<file path="config.mk">
export PLATFORM = sky130hd
export DESIGN_NAME = swfl_top
export DESIGN_NICKNAME = d
export VERILOG_FILES = /design/src/hw/swfl_pkg.sv /design/src/hw/swfl_top.sv /design/src/hw/swfl_retry.sv
export SDC_FILE = /design/constraint.sdc
export NUM_CORES = 1
export LEC_CHECK = 0
export BUFFER_PORTS_ARGS = -buffer_cell sky130_fd_sc_hd__buf_2
export CAP_MARGIN = 20
export CORE_MARGIN = 10
export CORE_UTILIZATION = 55
export DETAILED_ROUTE_END_ITERATION = 6
export PLACE_DENSITY = 0.74
export SLEW_MARGIN = 10
export SYNTH_ARGS = -nofsm -noshare
export SYNTH_HDL_FRONTEND = slang
export SYNTH_HIERARCHICAL = 1
export SYNTH_SLANG_ARGS = --single-unit
</file>
<file path="constraint.sdc">
create_clock -name aclk -period 7.55 [get_ports aclk]
set_input_delay 0.3775 -clock aclk [delete_from_list [all_inputs] [get_ports aclk]]
set_output_delay 0.3775 -clock aclk [all_outputs]
set_load 0.1 [all_outputs]
</file>
<file path="src/hw/swfl_pkg.sv">
// Constants, field layouts and carrier types for the switch fault latch block
package swfl_pkg;
	// Clock and the microsecond time base
	localparam int unsigned CLK_HZ = 20_000_000;
	localparam int unsigned US_PER_S = 1_000_000;
	localparam int unsigned US_CYCLES = CLK_HZ / US_PER_S;
	localparam int unsigned DIV_W = 5;
	localparam logic [DIV_W-1:0] DIV_LAST = DIV_W'(US_CYCLES - 1);

	// Channel count and timer widths
	localparam int unsigned NCH = 4;
	localparam int unsigned TMR_W = 16;
	localparam int unsigned RCNT_W = 5;

	// Auto-retry period in microseconds and attempt limit per output
	localparam logic [TMR_W-1:0] RETRY_US = 16'h00C8;
	localparam logic [RCNT_W-1:0] RETRY_MAX = 5'h10;

	// Dwell of each inrush step in microseconds, indexed by slope select
	localparam logic [TMR_W-1:0] STEP_US [4] = '{16'h0200, 16'h0400, 16'h0800, 16'h1000};
	// Cooling emulation period in microseconds, indexed by cooling slope select
	localparam logic [TMR_W-1:0] COOL_US [4] = '{16'h0800, 16'h1000, 16'h2000, 16'h4000};

	// Register byte addresses and address width
	localparam int unsigned ADDR_W = 8;
	localparam logic [ADDR_W-1:0] ADDR_CTRL = 8'h00;
	localparam logic [ADDR_W-1:0] ADDR_PROF = 8'h04;
	localparam logic [ADDR_W-1:0] ADDR_STAT = 8'h08;
	localparam logic [ADDR_W-1:0] ADDR_STATE = 8'h0C;

	// Control register layout and reset value
	localparam int unsigned CTRL_W = 13;
	localparam int unsigned CTRL_ON_LSB = 0;
	localparam int unsigned CTRL_OVOFF = 4;
	localparam int unsigned CTRL_SKIP = 5;
	localparam int unsigned CTRL_SLOPE_LSB = 6;
	localparam int unsigned CTRL_STEADY_LSB = 8;
	localparam int unsigned CTRL_COOL = 10;
	localparam int unsigned CTRL_CSLOPE_LSB = 11;
	localparam logic [CTRL_W-1:0] CTRL_RST = 13'h0000;

	// Profile register layout and reset value (discharge profile on all outputs)
	localparam int unsigned PROF_W = 8;
	localparam int unsigned PROF_HID_LSB = 0;
	localparam int unsigned PROF_28W_LSB = 4;
	localparam logic [PROF_W-1:0] PROF_RST = 8'h0F;

	// Profile codes presented to the comparator bank
	localparam logic [1:0] PROF_HID = 2'h0;
	localparam logic [1:0] PROF_55W = 2'h1;
	localparam logic [1:0] PROF_28W = 2'h2;

	// Level indices: 0..3 inrush steps, 4..7 low DC levels one to four
	localparam logic [1:0] STEP_LAST = 2'h3;
	localparam logic [2:0] LVL_LO1 = 3'h4;
	localparam logic [2:0] LVL_LO2 = 3'h5;
	localparam logic [2:0] LVL_LO3 = 3'h6;
	localparam logic [2:0] LVL_LO4 = 3'h7;

	// AXI response codes
	localparam logic [1:0] RESP_OKAY = 2'h0;
	localparam logic [1:0] RESP_SLVERR = 2'h2;

	// Sticky fault flags as seen in the status register
	typedef struct packed {
		logic uv;
		logic ov;
		logic [NCH-1:0] ot;
		logic [NCH-1:0] sc;
		logic [NCH-1:0] oc;
	} swfl_flags_t;

	// Over-current selection handed to one output's comparator
	typedef struct packed {
		logic [1:0] profile;
		logic [2:0] level;
	} swfl_oc_t;

	// Over-current profile sequencer states
	typedef enum logic [1:0] {PR_OFF, PR_INRUSH, PR_STEADY} swfl_prof_state_t;
endpackage : swfl_pkg

</file>
<file path="src/hw/swfl_top.sv">
// Protection latches, over-current profiles and register slave of the quad switch
//
// The AXI4-Lite register port and the placing of the registers were decided locally.
`timescale 1ns/100ps
// Summary of operation
// - Each output picks from eight limit levels; discharge, 55 W or 28 W profile.
// - Turn-on rising edge or auto-retry restarts the profile at its inrush steps.
// - Slope field sets step speed; skip bit drops the first, highest step.
// - Steady limit is low level two unless the select field picks one, three, four.
// - Over-current trip latches the output off and pulls the fault pin low.
// - Over-current latch clears when gone plus retry, off-on toggle, or supply reset.
// - Reading status clears the four over-current flags.
// - Cooling emulation picks the first step from off time; own slope field.
// - Severe short latches output off, fault pin low, sets its short flag.
// - Short latch ignores retry; clears only by off-on toggle, supply reset or mode change.
// - Reading status clears the four short flags.
// - Enabled over-voltage forces all outputs off and pin low; flag cleared on read.
// - Shutdown disable keeps only the warning flag, cleared on read once gone.
// - Under-voltage turns outputs off, pin low, sets flag; settings are kept.
// - Recovery with all commands low releases the pin; flag waits for a read.
// - Recovery with a command on keeps the pin low until the latch clears.
// - Extended range keeps latches, reports over-temperature, shuts off only below minimum.
// - Logic supply failure or full supply reset clears every latched fault.
// - Retry only in fault mode; request is over-current or over-temperature or under-voltage.
// - Retry re-enables after each period while requested; sixteen attempts at most.
// - Retry counters restart on any fail-safe and normal mode change.
// - Each retry restores default over-current settings to ride through inrush.
// - Over-temperature latches an on output off; off output holds pin only meanwhile.
module swfl_top (
	input wire logic aclk,
	input wire logic aresetn,
	input wire logic [swfl_pkg::ADDR_W-1:0] awaddr,
	input wire logic awvalid,
	output logic awready,
	input wire logic [31:0] wdata,
	input wire logic [3:0] wstrb,
	input wire logic wvalid,
	output logic wready,
	output logic [1:0] bresp,
	output logic bvalid,
	input wire logic bready,
	input wire logic [swfl_pkg::ADDR_W-1:0] araddr,
	input wire logic arvalid,
	output logic arready,
	output logic [31:0] rdata,
	output logic [1:0] rresp,
	output logic rvalid,
	input wire logic rready,
	input wire logic [3:0] oc_trip,
	input wire logic [3:0] short_trip,
	input wire logic [3:0] overtemp,
	input wire logic overvolt,
	input wire logic undervolt,
	input wire logic ext_range,
	input wire logic batt_below_min,
	input wire logic vdd_fail,
	input wire logic supply_por,
	input wire logic fault_mode,
	input wire logic normal_mode,
	input wire logic pwm_internal,
	output logic [3:0] switch_output,
	output logic fault_flag_n,
	output swfl_pkg::swfl_oc_t [3:0] oc_sel
);
	logic [swfl_pkg::CTRL_W-1:0] ctrl_reg;
	logic [swfl_pkg::PROF_W-1:0] prof_reg;
	swfl_pkg::swfl_flags_t flags_reg;
	swfl_pkg::swfl_flags_t flags_set;
	logic aw_held_reg;
	logic w_held_reg;
	logic [swfl_pkg::ADDR_W-1:0] awaddr_reg;
	logic [31:0] wdata_reg;
	logic [3:0] wstrb_reg;
	logic bvalid_reg;
	logic [1:0] bresp_reg;
	logic rvalid_reg;
	logic [31:0] rdata_reg;
	logic [1:0] rresp_reg;
	logic do_wr;
	logic rd_take;
	logic clr_stat;
	logic [31:0] rd_word;
	logic [31:0] wr_word;
	logic [31:0] ctrl_wr;
	logic [31:0] prof_wr;
	logic [swfl_pkg::DIV_W-1:0] div_reg;
	logic us_tick;
	logic normal_d_reg;
	logic mode_chg;
	logic clr_all;
	logic ov_ev;
	logic ov_stop;
	logic uv_ev;
	logic [3:0] cmd_on;
	logic [3:0] pin_low;
	logic [3:0] retry_exh;

	// True when an address falls in the same register word as the given offset
	function automatic logic map_hit(input logic [swfl_pkg::ADDR_W-1:0] a,
			input logic [swfl_pkg::ADDR_W-1:0] off);
		map_hit = (a[swfl_pkg::ADDR_W-1:2] == off[swfl_pkg::ADDR_W-1:2]);
	endfunction : map_hit

	function automatic logic mapped(input logic [swfl_pkg::ADDR_W-1:0] a);
		mapped = map_hit(a, swfl_pkg::ADDR_CTRL) || map_hit(a, swfl_pkg::ADDR_PROF) ||
			map_hit(a, swfl_pkg::ADDR_STAT) || map_hit(a, swfl_pkg::ADDR_STATE);
	endfunction : mapped

	// Byte-lane merge of a write into an old word
	function automatic logic [31:0] merge(input logic [31:0] old, input logic [31:0] data,
			input logic [3:0] strb);
		logic [31:0] res;
		res = old;
		for (int b = 0; b < 4; b++) begin
			if (strb[b]) begin
				res[8*b +: 8] = data[8*b +: 8];
			end
		end
		merge = res;
	endfunction : merge

	// Steady DC level from the two-bit select; code zero is the default level two
	function automatic logic [2:0] steady_lvl(input logic [1:0] sel);
		case (sel)
			2'h1: steady_lvl = swfl_pkg::LVL_LO1;
			2'h2: steady_lvl = swfl_pkg::LVL_LO3;
			2'h3: steady_lvl = swfl_pkg::LVL_LO4;
			default: steady_lvl = swfl_pkg::LVL_LO2;
		endcase
	endfunction : steady_lvl

	// First inrush step from the off time; a long pause means a cold filament
	function automatic logic [1:0] cool_step(input logic [swfl_pkg::TMR_W-1:0] off_us,
			input logic [swfl_pkg::TMR_W-1:0] per);
		if ({2'h0, off_us} >= 18'(3) * {2'h0, per}) begin
			cool_step = 2'h0;
		end else if ({1'b0, off_us} >= {per, 1'b0}) begin
			cool_step = 2'h1;
		end else if (off_us >= per) begin
			cool_step = 2'h2;
		end else begin
			cool_step = swfl_pkg::STEP_LAST;
		end
	endfunction : cool_step

	// AXI4-Lite handshakes: address and data are held until both are in
	assign awready = !aw_held_reg && !bvalid_reg;
	assign wready = !w_held_reg && !bvalid_reg;
	assign arready = !rvalid_reg;
	assign do_wr = aw_held_reg && w_held_reg && !bvalid_reg;
	assign rd_take = arvalid && arready;
	assign clr_stat = rd_take && map_hit(araddr, swfl_pkg::ADDR_STAT);
	assign bvalid = bvalid_reg;
	assign bresp = bresp_reg;
	assign rvalid = rvalid_reg;
	assign rdata = rdata_reg;
	assign rresp = rresp_reg;
	assign wr_word = merge(32'h0000_0000, wdata_reg, wstrb_reg);
	// Merged words kept whole so the registers take a plain part-select
	assign ctrl_wr = merge({19'h0, ctrl_reg}, wr_word, wstrb_reg);
	assign prof_wr = merge({24'h0, prof_reg}, wr_word, wstrb_reg);

	// Write channel capture, in either order
	always_ff @(posedge aclk) begin
		if (!aresetn) begin
			aw_held_reg <= 1'b0;
			w_held_reg <= 1'b0;
			awaddr_reg <= '0;
			wdata_reg <= 32'h0000_0000;
			wstrb_reg <= 4'h0;
		end else begin
			if (awvalid && awready) begin
				aw_held_reg <= 1'b1;
				awaddr_reg <= awaddr;
			end else if (do_wr) begin
				aw_held_reg <= 1'b0;
			end
			if (wvalid && wready) begin
				w_held_reg <= 1'b1;
				wdata_reg <= wdata;
				wstrb_reg <= wstrb;
			end else if (do_wr) begin
				w_held_reg <= 1'b0;
			end
		end
	end

	// Write response; status and state words are read only
	always_ff @(posedge aclk) begin
		if (!aresetn) begin
			bvalid_reg <= 1'b0;
			bresp_reg <= swfl_pkg::RESP_OKAY;
		end else if (do_wr) begin
			bvalid_reg <= 1'b1;
			bresp_reg <= mapped(awaddr_reg) ? swfl_pkg::RESP_OKAY : swfl_pkg::RESP_SLVERR;
		end else if (bready) begin
			bvalid_reg <= 1'b0;
		end
	end

	// Configuration registers survive supply dips while the logic supply holds
	always_ff @(posedge aclk) begin
		if (!aresetn) begin
			ctrl_reg <= swfl_pkg::CTRL_RST;
			prof_reg <= swfl_pkg::PROF_RST;
		end else if (do_wr && map_hit(awaddr_reg, swfl_pkg::ADDR_CTRL)) begin
			ctrl_reg <= ctrl_wr[swfl_pkg::CTRL_W-1:0];
		end else if (do_wr && map_hit(awaddr_reg, swfl_pkg::ADDR_PROF)) begin
			prof_reg <= prof_wr[swfl_pkg::PROF_W-1:0];
		end
	end

	// Read word selection; unused bits read as zero
	always_comb begin
		rd_word = 32'h0000_0000;
		if (map_hit(araddr, swfl_pkg::ADDR_CTRL)) begin
			rd_word[swfl_pkg::CTRL_W-1:0] = ctrl_reg;
		end else if (map_hit(araddr, swfl_pkg::ADDR_PROF)) begin
			rd_word[swfl_pkg::PROF_W-1:0] = prof_reg;
		end else if (map_hit(araddr, swfl_pkg::ADDR_STAT)) begin
			rd_word[13:0] = flags_reg;
		end else if (map_hit(araddr, swfl_pkg::ADDR_STATE)) begin
			rd_word[13:0] = {retry_exh, 5'h00, fault_flag_n, switch_output};
		end
	end

	// Read data channel, answered from flip-flops one cycle after the address
	always_ff @(posedge aclk) begin
		if (!aresetn) begin
			rvalid_reg <= 1'b0;
			rdata_reg <= 32'h0000_0000;
			rresp_reg <= swfl_pkg::RESP_OKAY;
		end else if (rd_take) begin
			rvalid_reg <= 1'b1;
			rdata_reg <= rd_word;
			rresp_reg <= mapped(araddr) ? swfl_pkg::RESP_OKAY : swfl_pkg::RESP_SLVERR;
		end else if (rready) begin
			rvalid_reg <= 1'b0;
		end
	end

	// Microsecond enable pulse for all profile, cooling and retry timers
	always_ff @(posedge aclk) begin
		if (!aresetn) begin
			div_reg <= '0;
		end else if (div_reg == swfl_pkg::DIV_LAST) begin
			div_reg <= '0;
		end else begin
			div_reg <= div_reg + 5'h01;
		end
	end
	assign us_tick = (div_reg == swfl_pkg::DIV_LAST);

	// Mode change detector feeds the retry counters and the latch clear
	always_ff @(posedge aclk) begin
		if (!aresetn) begin
			normal_d_reg <= normal_mode; // No false mode change right after reset
		end else begin
			normal_d_reg <= normal_mode;
		end
	end
	assign mode_chg = normal_mode ^ normal_d_reg;

	// Supply events shared by all outputs
	assign clr_all = vdd_fail || supply_por || mode_chg;
	assign ov_ev = overvolt;
	assign ov_stop = ov_ev && !ctrl_reg[swfl_pkg::CTRL_OVOFF];
	// In extended range only the lower battery limit shuts outputs down
	assign uv_ev = ext_range ? batt_below_min : undervolt;
	assign cmd_on = ctrl_reg[swfl_pkg::CTRL_ON_LSB +: 4];

	// Shared flag sets; over-voltage keeps setting while present, so a read cannot clear it
	assign flags_set.ov = ov_ev;
	assign flags_set.uv = uv_ev;

	// Sticky flags: a set in the same cycle as a clearing read wins
	always_ff @(posedge aclk) begin
		if (!aresetn) begin
			flags_reg <= '0;
		end else if (clr_all) begin
			flags_reg <= '0;
		end else if (clr_stat) begin
			flags_reg <= flags_set;
		end else begin
			flags_reg <= flags_reg | flags_set;
		end
	end

	// Fault pin: low while any output or shared condition holds it
	assign fault_flag_n = !(|pin_low || ov_stop || uv_ev);

	// Per-output protection channel
	for (genvar i = 0; i < swfl_pkg::NCH; i++) begin : g_ch
		logic on_d_reg;
		logic rise;
		logic restart;
		logic fire;
		logic oc_lat_reg;
		logic sc_lat_reg;
		logic ot_lat_reg;
		logic uv_lat_reg;
		logic dflt_reg;
		logic cool_ok;
		logic [1:0] slope;
		logic [1:0] start;
		logic [1:0] step_reg;
		logic [swfl_pkg::TMR_W-1:0] dwell_reg;
		logic [swfl_pkg::TMR_W-1:0] off_reg;
		swfl_pkg::swfl_prof_state_t st_reg;

		assign rise = cmd_on[i] && !on_d_reg;
		assign restart = rise || fire;

		// Command edge detector
		always_ff @(posedge aclk) begin
			if (!aresetn) begin
				on_d_reg <= 1'b0;
			end else begin
				on_d_reg <= cmd_on[i];
			end
		end

		// Fault latches: supply or mode clear wins; otherwise set has priority, clear needs the condition gone
		always_ff @(posedge aclk) begin
			if (!aresetn || clr_all) begin
				oc_lat_reg <= 1'b0;
				sc_lat_reg <= 1'b0;
				ot_lat_reg <= 1'b0;
				uv_lat_reg <= 1'b0;
			end else begin
				if (oc_trip[i] && switch_output[i]) begin
					oc_lat_reg <= 1'b1;
				end else if (restart) begin
					oc_lat_reg <= 1'b0;
				end
				if (short_trip[i] && switch_output[i]) begin
					sc_lat_reg <= 1'b1;
				end else if (rise) begin
					sc_lat_reg <= 1'b0;
				end
				if (overtemp[i] && cmd_on[i]) begin
					ot_lat_reg <= 1'b1;
				end else if (restart) begin
					ot_lat_reg <= 1'b0;
				end
				if (uv_ev && cmd_on[i]) begin
					uv_lat_reg <= 1'b1;
				end else if (restart) begin
					uv_lat_reg <= 1'b0;
				end
			end
		end

		// Output drive; over-voltage and under-voltage act without waiting for a latch
		assign switch_output[i] = cmd_on[i] && !oc_lat_reg && !sc_lat_reg && !ot_lat_reg &&
			!uv_lat_reg && !ov_stop && !uv_ev;
		// Hot but off output holds the pin only while hot; uv latch counts only when on
		assign pin_low[i] = oc_lat_reg || sc_lat_reg || ot_lat_reg || overtemp[i] ||
			(uv_lat_reg && cmd_on[i]);

		// Flag sets for this output
		assign flags_set.oc[i] = oc_trip[i] && switch_output[i];
		assign flags_set.sc[i] = short_trip[i] && switch_output[i];
		assign flags_set.ot[i] = overtemp[i];

		swfl_retry u_retry (
			.aclk(aclk),
			.aresetn(aresetn),
			.us_tick(us_tick),
			.enable(fault_mode),
			.request(flags_reg.oc[i] || flags_reg.ot[i] || flags_reg.uv),
			.mode_change(mode_chg),
			.attempt(fire),
			.exhausted(retry_exh[i]),
			.count()
		);

		// Defaults after a retry hold until the host toggles the command again
		always_ff @(posedge aclk) begin
			if (!aresetn) begin
				dflt_reg <= 1'b0;
			end else if (fire) begin
				dflt_reg <= 1'b1;
			end else if (rise) begin
				dflt_reg <= 1'b0;
			end
		end

		assign slope = dflt_reg ? 2'h0 : ctrl_reg[swfl_pkg::CTRL_SLOPE_LSB +: 2];
		assign cool_ok = !dflt_reg && normal_mode && pwm_internal && ctrl_reg[swfl_pkg::CTRL_COOL] &&
			prof_reg[swfl_pkg::PROF_HID_LSB + i];

		// First step: cooling estimate, then the skip-first-peak option
		always_comb begin
			start = 2'h0;
			if (cool_ok) begin
				start = cool_step(off_reg, swfl_pkg::COOL_US[ctrl_reg[swfl_pkg::CTRL_CSLOPE_LSB +: 2]]);
			end
			if (!dflt_reg && ctrl_reg[swfl_pkg::CTRL_SKIP] && start == 2'h0) begin
				start = 2'h1;
			end
		end

		// Off-time counter, saturating, for the cooling emulation
		always_ff @(posedge aclk) begin
			if (!aresetn) begin
				off_reg <= '1;
			end else if (switch_output[i]) begin
				off_reg <= '0;
			end else if (us_tick && off_reg != '1) begin
				off_reg <= off_reg + 16'h0001;
			end
		end

		// Profile sequencer: inrush steps on the slope timer, then the steady level
		always_ff @(posedge aclk) begin
			if (!aresetn) begin
				st_reg <= swfl_pkg::PR_OFF;
				step_reg <= 2'h0;
				dwell_reg <= '0;
			end else if (restart) begin
				st_reg <= swfl_pkg::PR_INRUSH;
				step_reg <= start;
				dwell_reg <= '0;
			end else begin
				case (st_reg)
					swfl_pkg::PR_INRUSH: begin
						if (!cmd_on[i]) begin
							st_reg <= swfl_pkg::PR_OFF;
						end else if (us_tick && dwell_reg == swfl_pkg::STEP_US[slope] - 16'h0001) begin
							dwell_reg <= '0;
							if (step_reg == swfl_pkg::STEP_LAST) begin
								st_reg <= swfl_pkg::PR_STEADY;
							end else begin
								step_reg <= step_reg + 2'h1;
							end
						end else if (us_tick) begin
							dwell_reg <= dwell_reg + 16'h0001;
						end
					end
					swfl_pkg::PR_STEADY: begin
						if (!cmd_on[i]) begin
							st_reg <= swfl_pkg::PR_OFF;
						end
					end
					default: begin
						st_reg <= swfl_pkg::PR_OFF;
					end
				endcase
			end
		end

		// Level and profile selection toward the comparator bank
		always_comb begin
			oc_sel[i].level = steady_lvl(dflt_reg ? 2'h0 : ctrl_reg[swfl_pkg::CTRL_STEADY_LSB +: 2]);
			if (st_reg == swfl_pkg::PR_INRUSH) begin
				oc_sel[i].level = {1'b0, step_reg};
			end
			if (prof_reg[swfl_pkg::PROF_HID_LSB + i]) begin
				oc_sel[i].profile = swfl_pkg::PROF_HID;
			end else if (prof_reg[swfl_pkg::PROF_28W_LSB + i]) begin
				oc_sel[i].profile = swfl_pkg::PROF_28W;
			end else begin
				oc_sel[i].profile = swfl_pkg::PROF_55W;
			end
		end
	end
endmodule : swfl_top

</file>
<file path="src/hw/swfl_retry.sv">
// Auto-retry timer and attempt counter for one output
`timescale 1ns/100ps
module swfl_retry (
	input wire logic aclk,
	input wire logic aresetn,
	input wire logic us_tick,
	input wire logic enable,
	input wire logic request,
	input wire logic mode_change,
	output logic attempt,
	output logic exhausted,
	output logic [swfl_pkg::RCNT_W-1:0] count
);
	logic [swfl_pkg::TMR_W-1:0] tmr_reg;
	logic [swfl_pkg::RCNT_W-1:0] cnt_reg;
	logic active;
	logic due;

	// Retry runs only in fault mode and only while the limit is not used up
	assign active = enable && request && (cnt_reg < swfl_pkg::RETRY_MAX);
	assign due = active && us_tick && (tmr_reg == swfl_pkg::RETRY_US - 16'h0001);
	assign attempt = due;
	assign exhausted = (cnt_reg == swfl_pkg::RETRY_MAX);
	assign count = cnt_reg;

	// Period timer restarts at each attempt and whenever the request drops
	always_ff @(posedge aclk) begin
		if (!aresetn) begin
			tmr_reg <= '0;
		end else if (!active || due) begin
			tmr_reg <= '0;
		end else if (us_tick) begin
			tmr_reg <= tmr_reg + 16'h0001;
		end
	end

	// Attempt counter; a mode change wins so a fresh budget follows it
	always_ff @(posedge aclk) begin
		if (!aresetn) begin
			cnt_reg <= '0;
		end else if (mode_change) begin
			cnt_reg <= '0;
		end else if (due) begin
			cnt_reg <= cnt_reg + 5'h01;
		end
	end
endmodule : swfl_retry

</file>
[Word level (Yosys, flattened, before mapping)]
Cells that the tools add are included.
W data, S select, Z words.
Storage, ports and cells
  output and inout bits: 66
  register bits: 338
  bits of input ports: 80
Cells by class
  bitwise operators: 9
  $mul: 1
  add/subtract/negate cells: 25
  multiplexer cells: 164
  order comparisons: 21
  equality and inequality tests: 75
  reductions and logical operators: 268
Operators with widths (count)
  $mux W16: 26
  $add A16 B1 Y16 const B: 12
  $bmux W16 S2: 5
  $mux W2: 70
  $logic_and A1 B1 Y1: 107
  $reduce_bool A2 Y1: 44
  $ge A16 B18 Y1: 4
  $ge A16 B17 Y1: 4
  $eq A16 B16 Y1: 4
  $eq A16 B8 Y1 const B: 4
  $ge A16 B16 Y1: 4
  $ne A16 B16 Y1 const B: 4
  $sub A16 B1 Y16 const B: 4
  $mux W1: 45
  $logic_or A1 B1 Y1: 43
  $mux W14: 3
  $reduce_and A3 Y1: 13
  $logic_not A1 Y1: 37
  $ne A3 B3 Y1 const B: 12
  $eq A2 B2 Y1 const B: 16
  $ne A4 B4 Y1 const B: 8
  $add A5 B1 Y5 const B: 5
  $eq A5 B5 Y1 const B: 5
  $eq A6 B2 Y1 const B: 4
  other kinds (23): 80

[Depth between registers and ports, before layout]
  word-level depth: 13
  gate-level depth with buffers: 16
  mapped depth without buffers: 12

[Cells and area by module]
The synthesis kept the hierarchy.
Modules (own cells, without submodules)
  swfl_top: times used 1, area an instance 13080.0 um2, sequential area each 5004.8 um2, cells each 1556
  swfl_retry: times used 4, area an instance 1004.7 um2, sequential area each 420.4 um2, cells each 119

[Least setup slack after synthesis]
No wires, ideal clock.
  path kind: input to register
  start point: input port ext_range
  end point: register rdata_reg[4], in the netlist rdata[4]
  slack: 3.705 ns
  data arrival time: 3.770 ns
  stages on the path: 6
  setup time: 0.075 ns
  path buffers: 0
  cell sequence: mux2_2 > a211o_1 > nor3_1 > nand3_1 > a31o_2 > a31oi_1
Between the ends
  cells in the longest elaborated chain, start to end: 7
RTL lines
  start, declared: line swfl_top.sv:54  | input wire logic ext_range,
  $mux W1: line swfl_top.sv:269  | assign uv_ev = ext_range ? batt_below_min : undervolt;
  $logic_or A1 B1 Y1: line swfl_top.sv:290  | assign fault_flag_n = !(|pin_low || ov_stop || uv_ev);
  $logic_not A1 Y1: line swfl_top.sv:290
  net fault_flag_n: line swfl_top.sv:62  | output logic fault_flag_n,
  $mux W14: line swfl_top.sv:222  | end else if (map_hit(araddr, swfl_pkg::ADDR_STATE)) begin
  $mux W14: line swfl_top.sv:220  | end else if (map_hit(araddr, swfl_pkg::ADDR_STAT)) begin
  $mux W8: line swfl_top.sv:218  | end else if (map_hit(araddr, swfl_pkg::ADDR_PROF)) begin
  $mux W13: line swfl_top.sv:216  | if (map_hit(araddr, swfl_pkg::ADDR_CTRL)) begin
  end signal, assigned: line swfl_top.sv:235  | rdata_reg <= rd_word;
  end, declared: line swfl_top.sv:77  | logic [31:0] rdata_reg;
The timed path passes the listed nets, and every way through them passes these cells.
A chain may end at the register's enable or synchronous reset.

[Final worst setup path]
  start point: register div_reg[0] in the netlist's numbering
  end point: register g_ch[3].dwell_reg[6] in the netlist's numbering
Between the ends
  cells in the longest elaborated chain, start to end: 5
  elaborated cells on any way between the ends: 9
RTL lines
  start, declared: line swfl_top.sv:86  | logic [swfl_pkg::DIV_W-1:0] div_reg;
  start signal, assigned: line swfl_top.sv:249  | div_reg <= div_reg + 5'h01;
  $eq A5 B5 Y1: line swfl_top.sv:252  | assign us_tick = (div_reg == swfl_pkg::DIV_LAST);
  $logic_and A1 B1 Y1 (2 in a row): line swfl_retry.sv:21  | assign due = active && us_tick && (tmr_reg == swfl_pkg::RETRY_US - 16'h0001);
  net g_ch[3].fire: line swfl_top.sv:297  | logic fire;
  $logic_or A1 B1 Y1: line swfl_top.sv:312  | assign restart = rise || fire;
  $reduce_or A2 Y1 (no source line)
  end signal, assigned: line swfl_top.sv:438  | dwell_reg <= dwell_reg + 16'h0001;
  end, declared: line swfl_top.sv:307  | logic [swfl_pkg::TMR_W-1:0] dwell_reg;
The timed path passes the listed nets, and every way through them passes these cells.

==> flow_metrics.tcl <==
set metrics [dict create \
    critPathSlowestCell "or3_1" \
    power_density_mw_per_mm2 201 \
    ant_nets 0 \
    required_ps 7960 \
    numCtsBuffers 37 \
    vias_per_cell 5.84 \
    fin_util 0.622 \
    antenna_found_initial 0 \
    finalCritPeriodShare 0.505 \
    hpwl_mm 30.6 \
    crit_fanout 28 \
    finalClockSkew_ps 27.5 \
    timing.slew.headroom 0.312 \
    worst_pin_slew_ps 1030 \
    grt_pass1_wl_mm 69.9 \
    grt_max_degree 78 \
    vias 14700 \
    track_usage 0.213 \
    cts.htree.levels 2 \
    synth_ff_type "dfxtp_1" \
    place_congestion 0.883 \
    path_class "reg -> reg" \
    drt_iter0_drc 1056 \
    routed-wl-met3_mm 2.51 \
    synth-edff-count 0 \
    synthCells 2032 \
    reg2reg_from "div_reg[0]" \
    r2r_end "g_ch[3].dwell_reg[6]" \
    drive_gt1_frac 0.0996 \
    synth_top_area_frac 0.391 \
    ys_seq_area_frac 0.391 \
    finalNetCount 2272 \
    synthTopCellsByCount "dfxtp_1 (334), nor2_1 (237), nand2_1 (176)" \
    yosys-top-cells-area "dfxtp_1 (39%), ha_1 (6.4%), xnor2_1 (5.5%)" \
    avgSynthCellArea_um2 8.41 \
    synth-seq-cells 334 \
    wl_met1_mm 19.3 \
    highest_layer "met4" \
    rsz0062_at_grt "false" \
    finalHoldViolations 0 \
    core_mm2 0.0307 \
    fill_cells 2674 \
    max_stage_delay_ps 560 \
    die_width_um 196 \
    path_clk_slew_ps 60 \
    postCtsResizedCells 0 \
    dr_wl_met2_mm 19.6 \
    rrSetupSlack_ps 3740 \
    startpoint_type "flip-flop" \
    timing.critical_path.from "div_reg[0]" \
    grt_pass1_vias 13700 \
    slew_viol_final 0 \
    worst-endpoint-arrival_ps 4220 \
    hold_end "rvalid" \
    min_period_ps 3810 \
    worstHoldPathCells 2 \
    clock_latency_ps 540 \
    crit_top_cell "buf_4" \
    portBuffers 100 \
    netlist_area_mm2 0.0171 \
    yosys_warnings 6 \
    insertedDiodeCount 0 \
    grt_overflow 0 \
    die_area_mm2 0.0385 \
    synthDistinctLibCells 77 \
    pin_count 146 \
    yosysTopAreaCell "dfxtp_1" \
    cts_max_path_buffers 3 \
    dp.cells 2460 \
    async_flop_share 0 \
    area.growth.synth_to_final_pct 11.5 \
    leakage_nw 7.07 \
    cts_tree "yes" \
    crit_chain "ha_1, nand4bb_4, buf_4, inv_1, buf_4, nand3_1, or3_1, nor2_1, nor2b_1, and2_1, o21ai_0, buf_4, nor2_1" \
    drc_errors 0 \
    post_drt_wl_per_cell_um 16.8 \
    final_area_mm2 0.0191 \
    die_h_um 196 \
    num_rows 64 \
    setup_viol 0 \
    status "complete, no violations" \
    drv_cap 0 \
    synth.most_common_cell "dfxtp_1" \
    first_pass_iters 6 \
    tns_ps 0 \
    cts.sinks 334 \
    dpl_cell_area_mm2 0.0178 \
    clock.fmax_ghz 0.262 \
    cp-end-kind "flip-flop" \
    hold_class "in -> reg" \
    ir_drop_mv 0.164 \
    fin_cells 2525 \
    ff2ff_path_depth 13 \
    cts_root_buffer "clkbuf_16" \
    initial_core_util 0.558 \
    hp-start "rready" \
    routed_wl_mm 42.5 \
]
[repair_timing]
item	in CTS	in global routing
hold endpoints to repair	1	0
buffers inserted	0	0
hold buffers	1	0
[routing by layer]
layer	track usage	vias to the layer above
met1	0.283	6999
met4	0.0611	0
met2	0.349	399
met5	0	-
met3	0.0334	75
li1	-	7276
[cells by family after synthesis]
family | share of synthesized area
other | 0.000219
DFF | 0.391
adders and majority gates | 0.0644
xor gates and xnor gates | 0.0907
buffers and inverters | 0.0451
and+or+nand+nor | 0.261
AOI/OAI and AO/OA | 0.121
muxes | 0.0261
[how the worst max path moves through the flow]
stage	end	cells after the start
final	g_ch[3].dwell_reg[6]	13
after floorplan	rdata[4]	6
after detailed placement	g_ch[3].dwell_reg[13]	13
after global routing	g_ch[3].dwell_reg[6]	13
after CTS	g_ch[3].dwell_reg[7]	13
after global placement	g_ch[3].dwell_reg[6]	13
[through the flow]
step	total power, mW	setup slack [ps]	hold WS, ps
after detailed placement	2.00	3760	443
after CTS	3.87	3760	15.6
after global placement	2.00	3830	429
after floorplan	1.97	3700	405
after global routing	3.95	3490	22.9
final	3.84	3740	29.7
[critical path, delay by kind of cell (launching register included)]
| kind | cells | cell delay (ps) |
|---|---|---|
| fa+ha+maj | 1 | 280 |
| buf+inv | 4 | 960 |
| simple gates | 7 | 1860 |
| compound gates | 1 | 220 |
| flops | 1 | 350 |
[where the power goes]
| group | switching, mW | total, mW | internal (mW) |
|---|---|---|---|
| Sequential | 0.0123 | 1.79 | 1.78 |
| Clock | 0.737 | 1.87 | 1.14 |
| Combinational | 0.139 | 0.175 | 0.0363 |
[final cells by class]
cell class	count	area, um^2	area share
Clock buffer	53	1120	0.0586
Clock inverter	11	165	0.00866
Inverter	78	293	0.0154
Multi-Input combinational cell	1541	9720	0.510
Sequential cell	334	6690	0.351
Tap cell	396	495	0.0260
Timing Repair Buffer	112	593	0.0311
[layout by cell type (no fill, tap or decap), drive strengths merged, types with 9 or more instances in the layout]
cell type / netlist / routed
dfxtp: 334 / 334
nor2: 243 / 243
nand2: 176 / 176
a21oi: 123 / 123
buf: 42 / 111
o21ai: 109 / 109
xnor2: 108 / 108
nand3: 107 / 107
ha: 88 / 88
inv: 78 / 79
xor2: 69 / 69
nor3: 57 / 57
clkbuf: 56 / 53
nand4: 49 / 49
nor4: 41 / 41
and3: 33 / 33
mux2i: 31 / 31
or3: 29 / 29
or4: 25 / 25
nand2b: 24 / 24
nor2b: 21 / 21
a22oi: 20 / 20
conb: 1 / 20
o31ai: 15 / 15
a31oi: 13 / 13
nand3b: 12 / 12
or2: 10 / 10
and4: 9 / 9
o211ai: 9 / 9
Power figures use the tool's default switching activity.
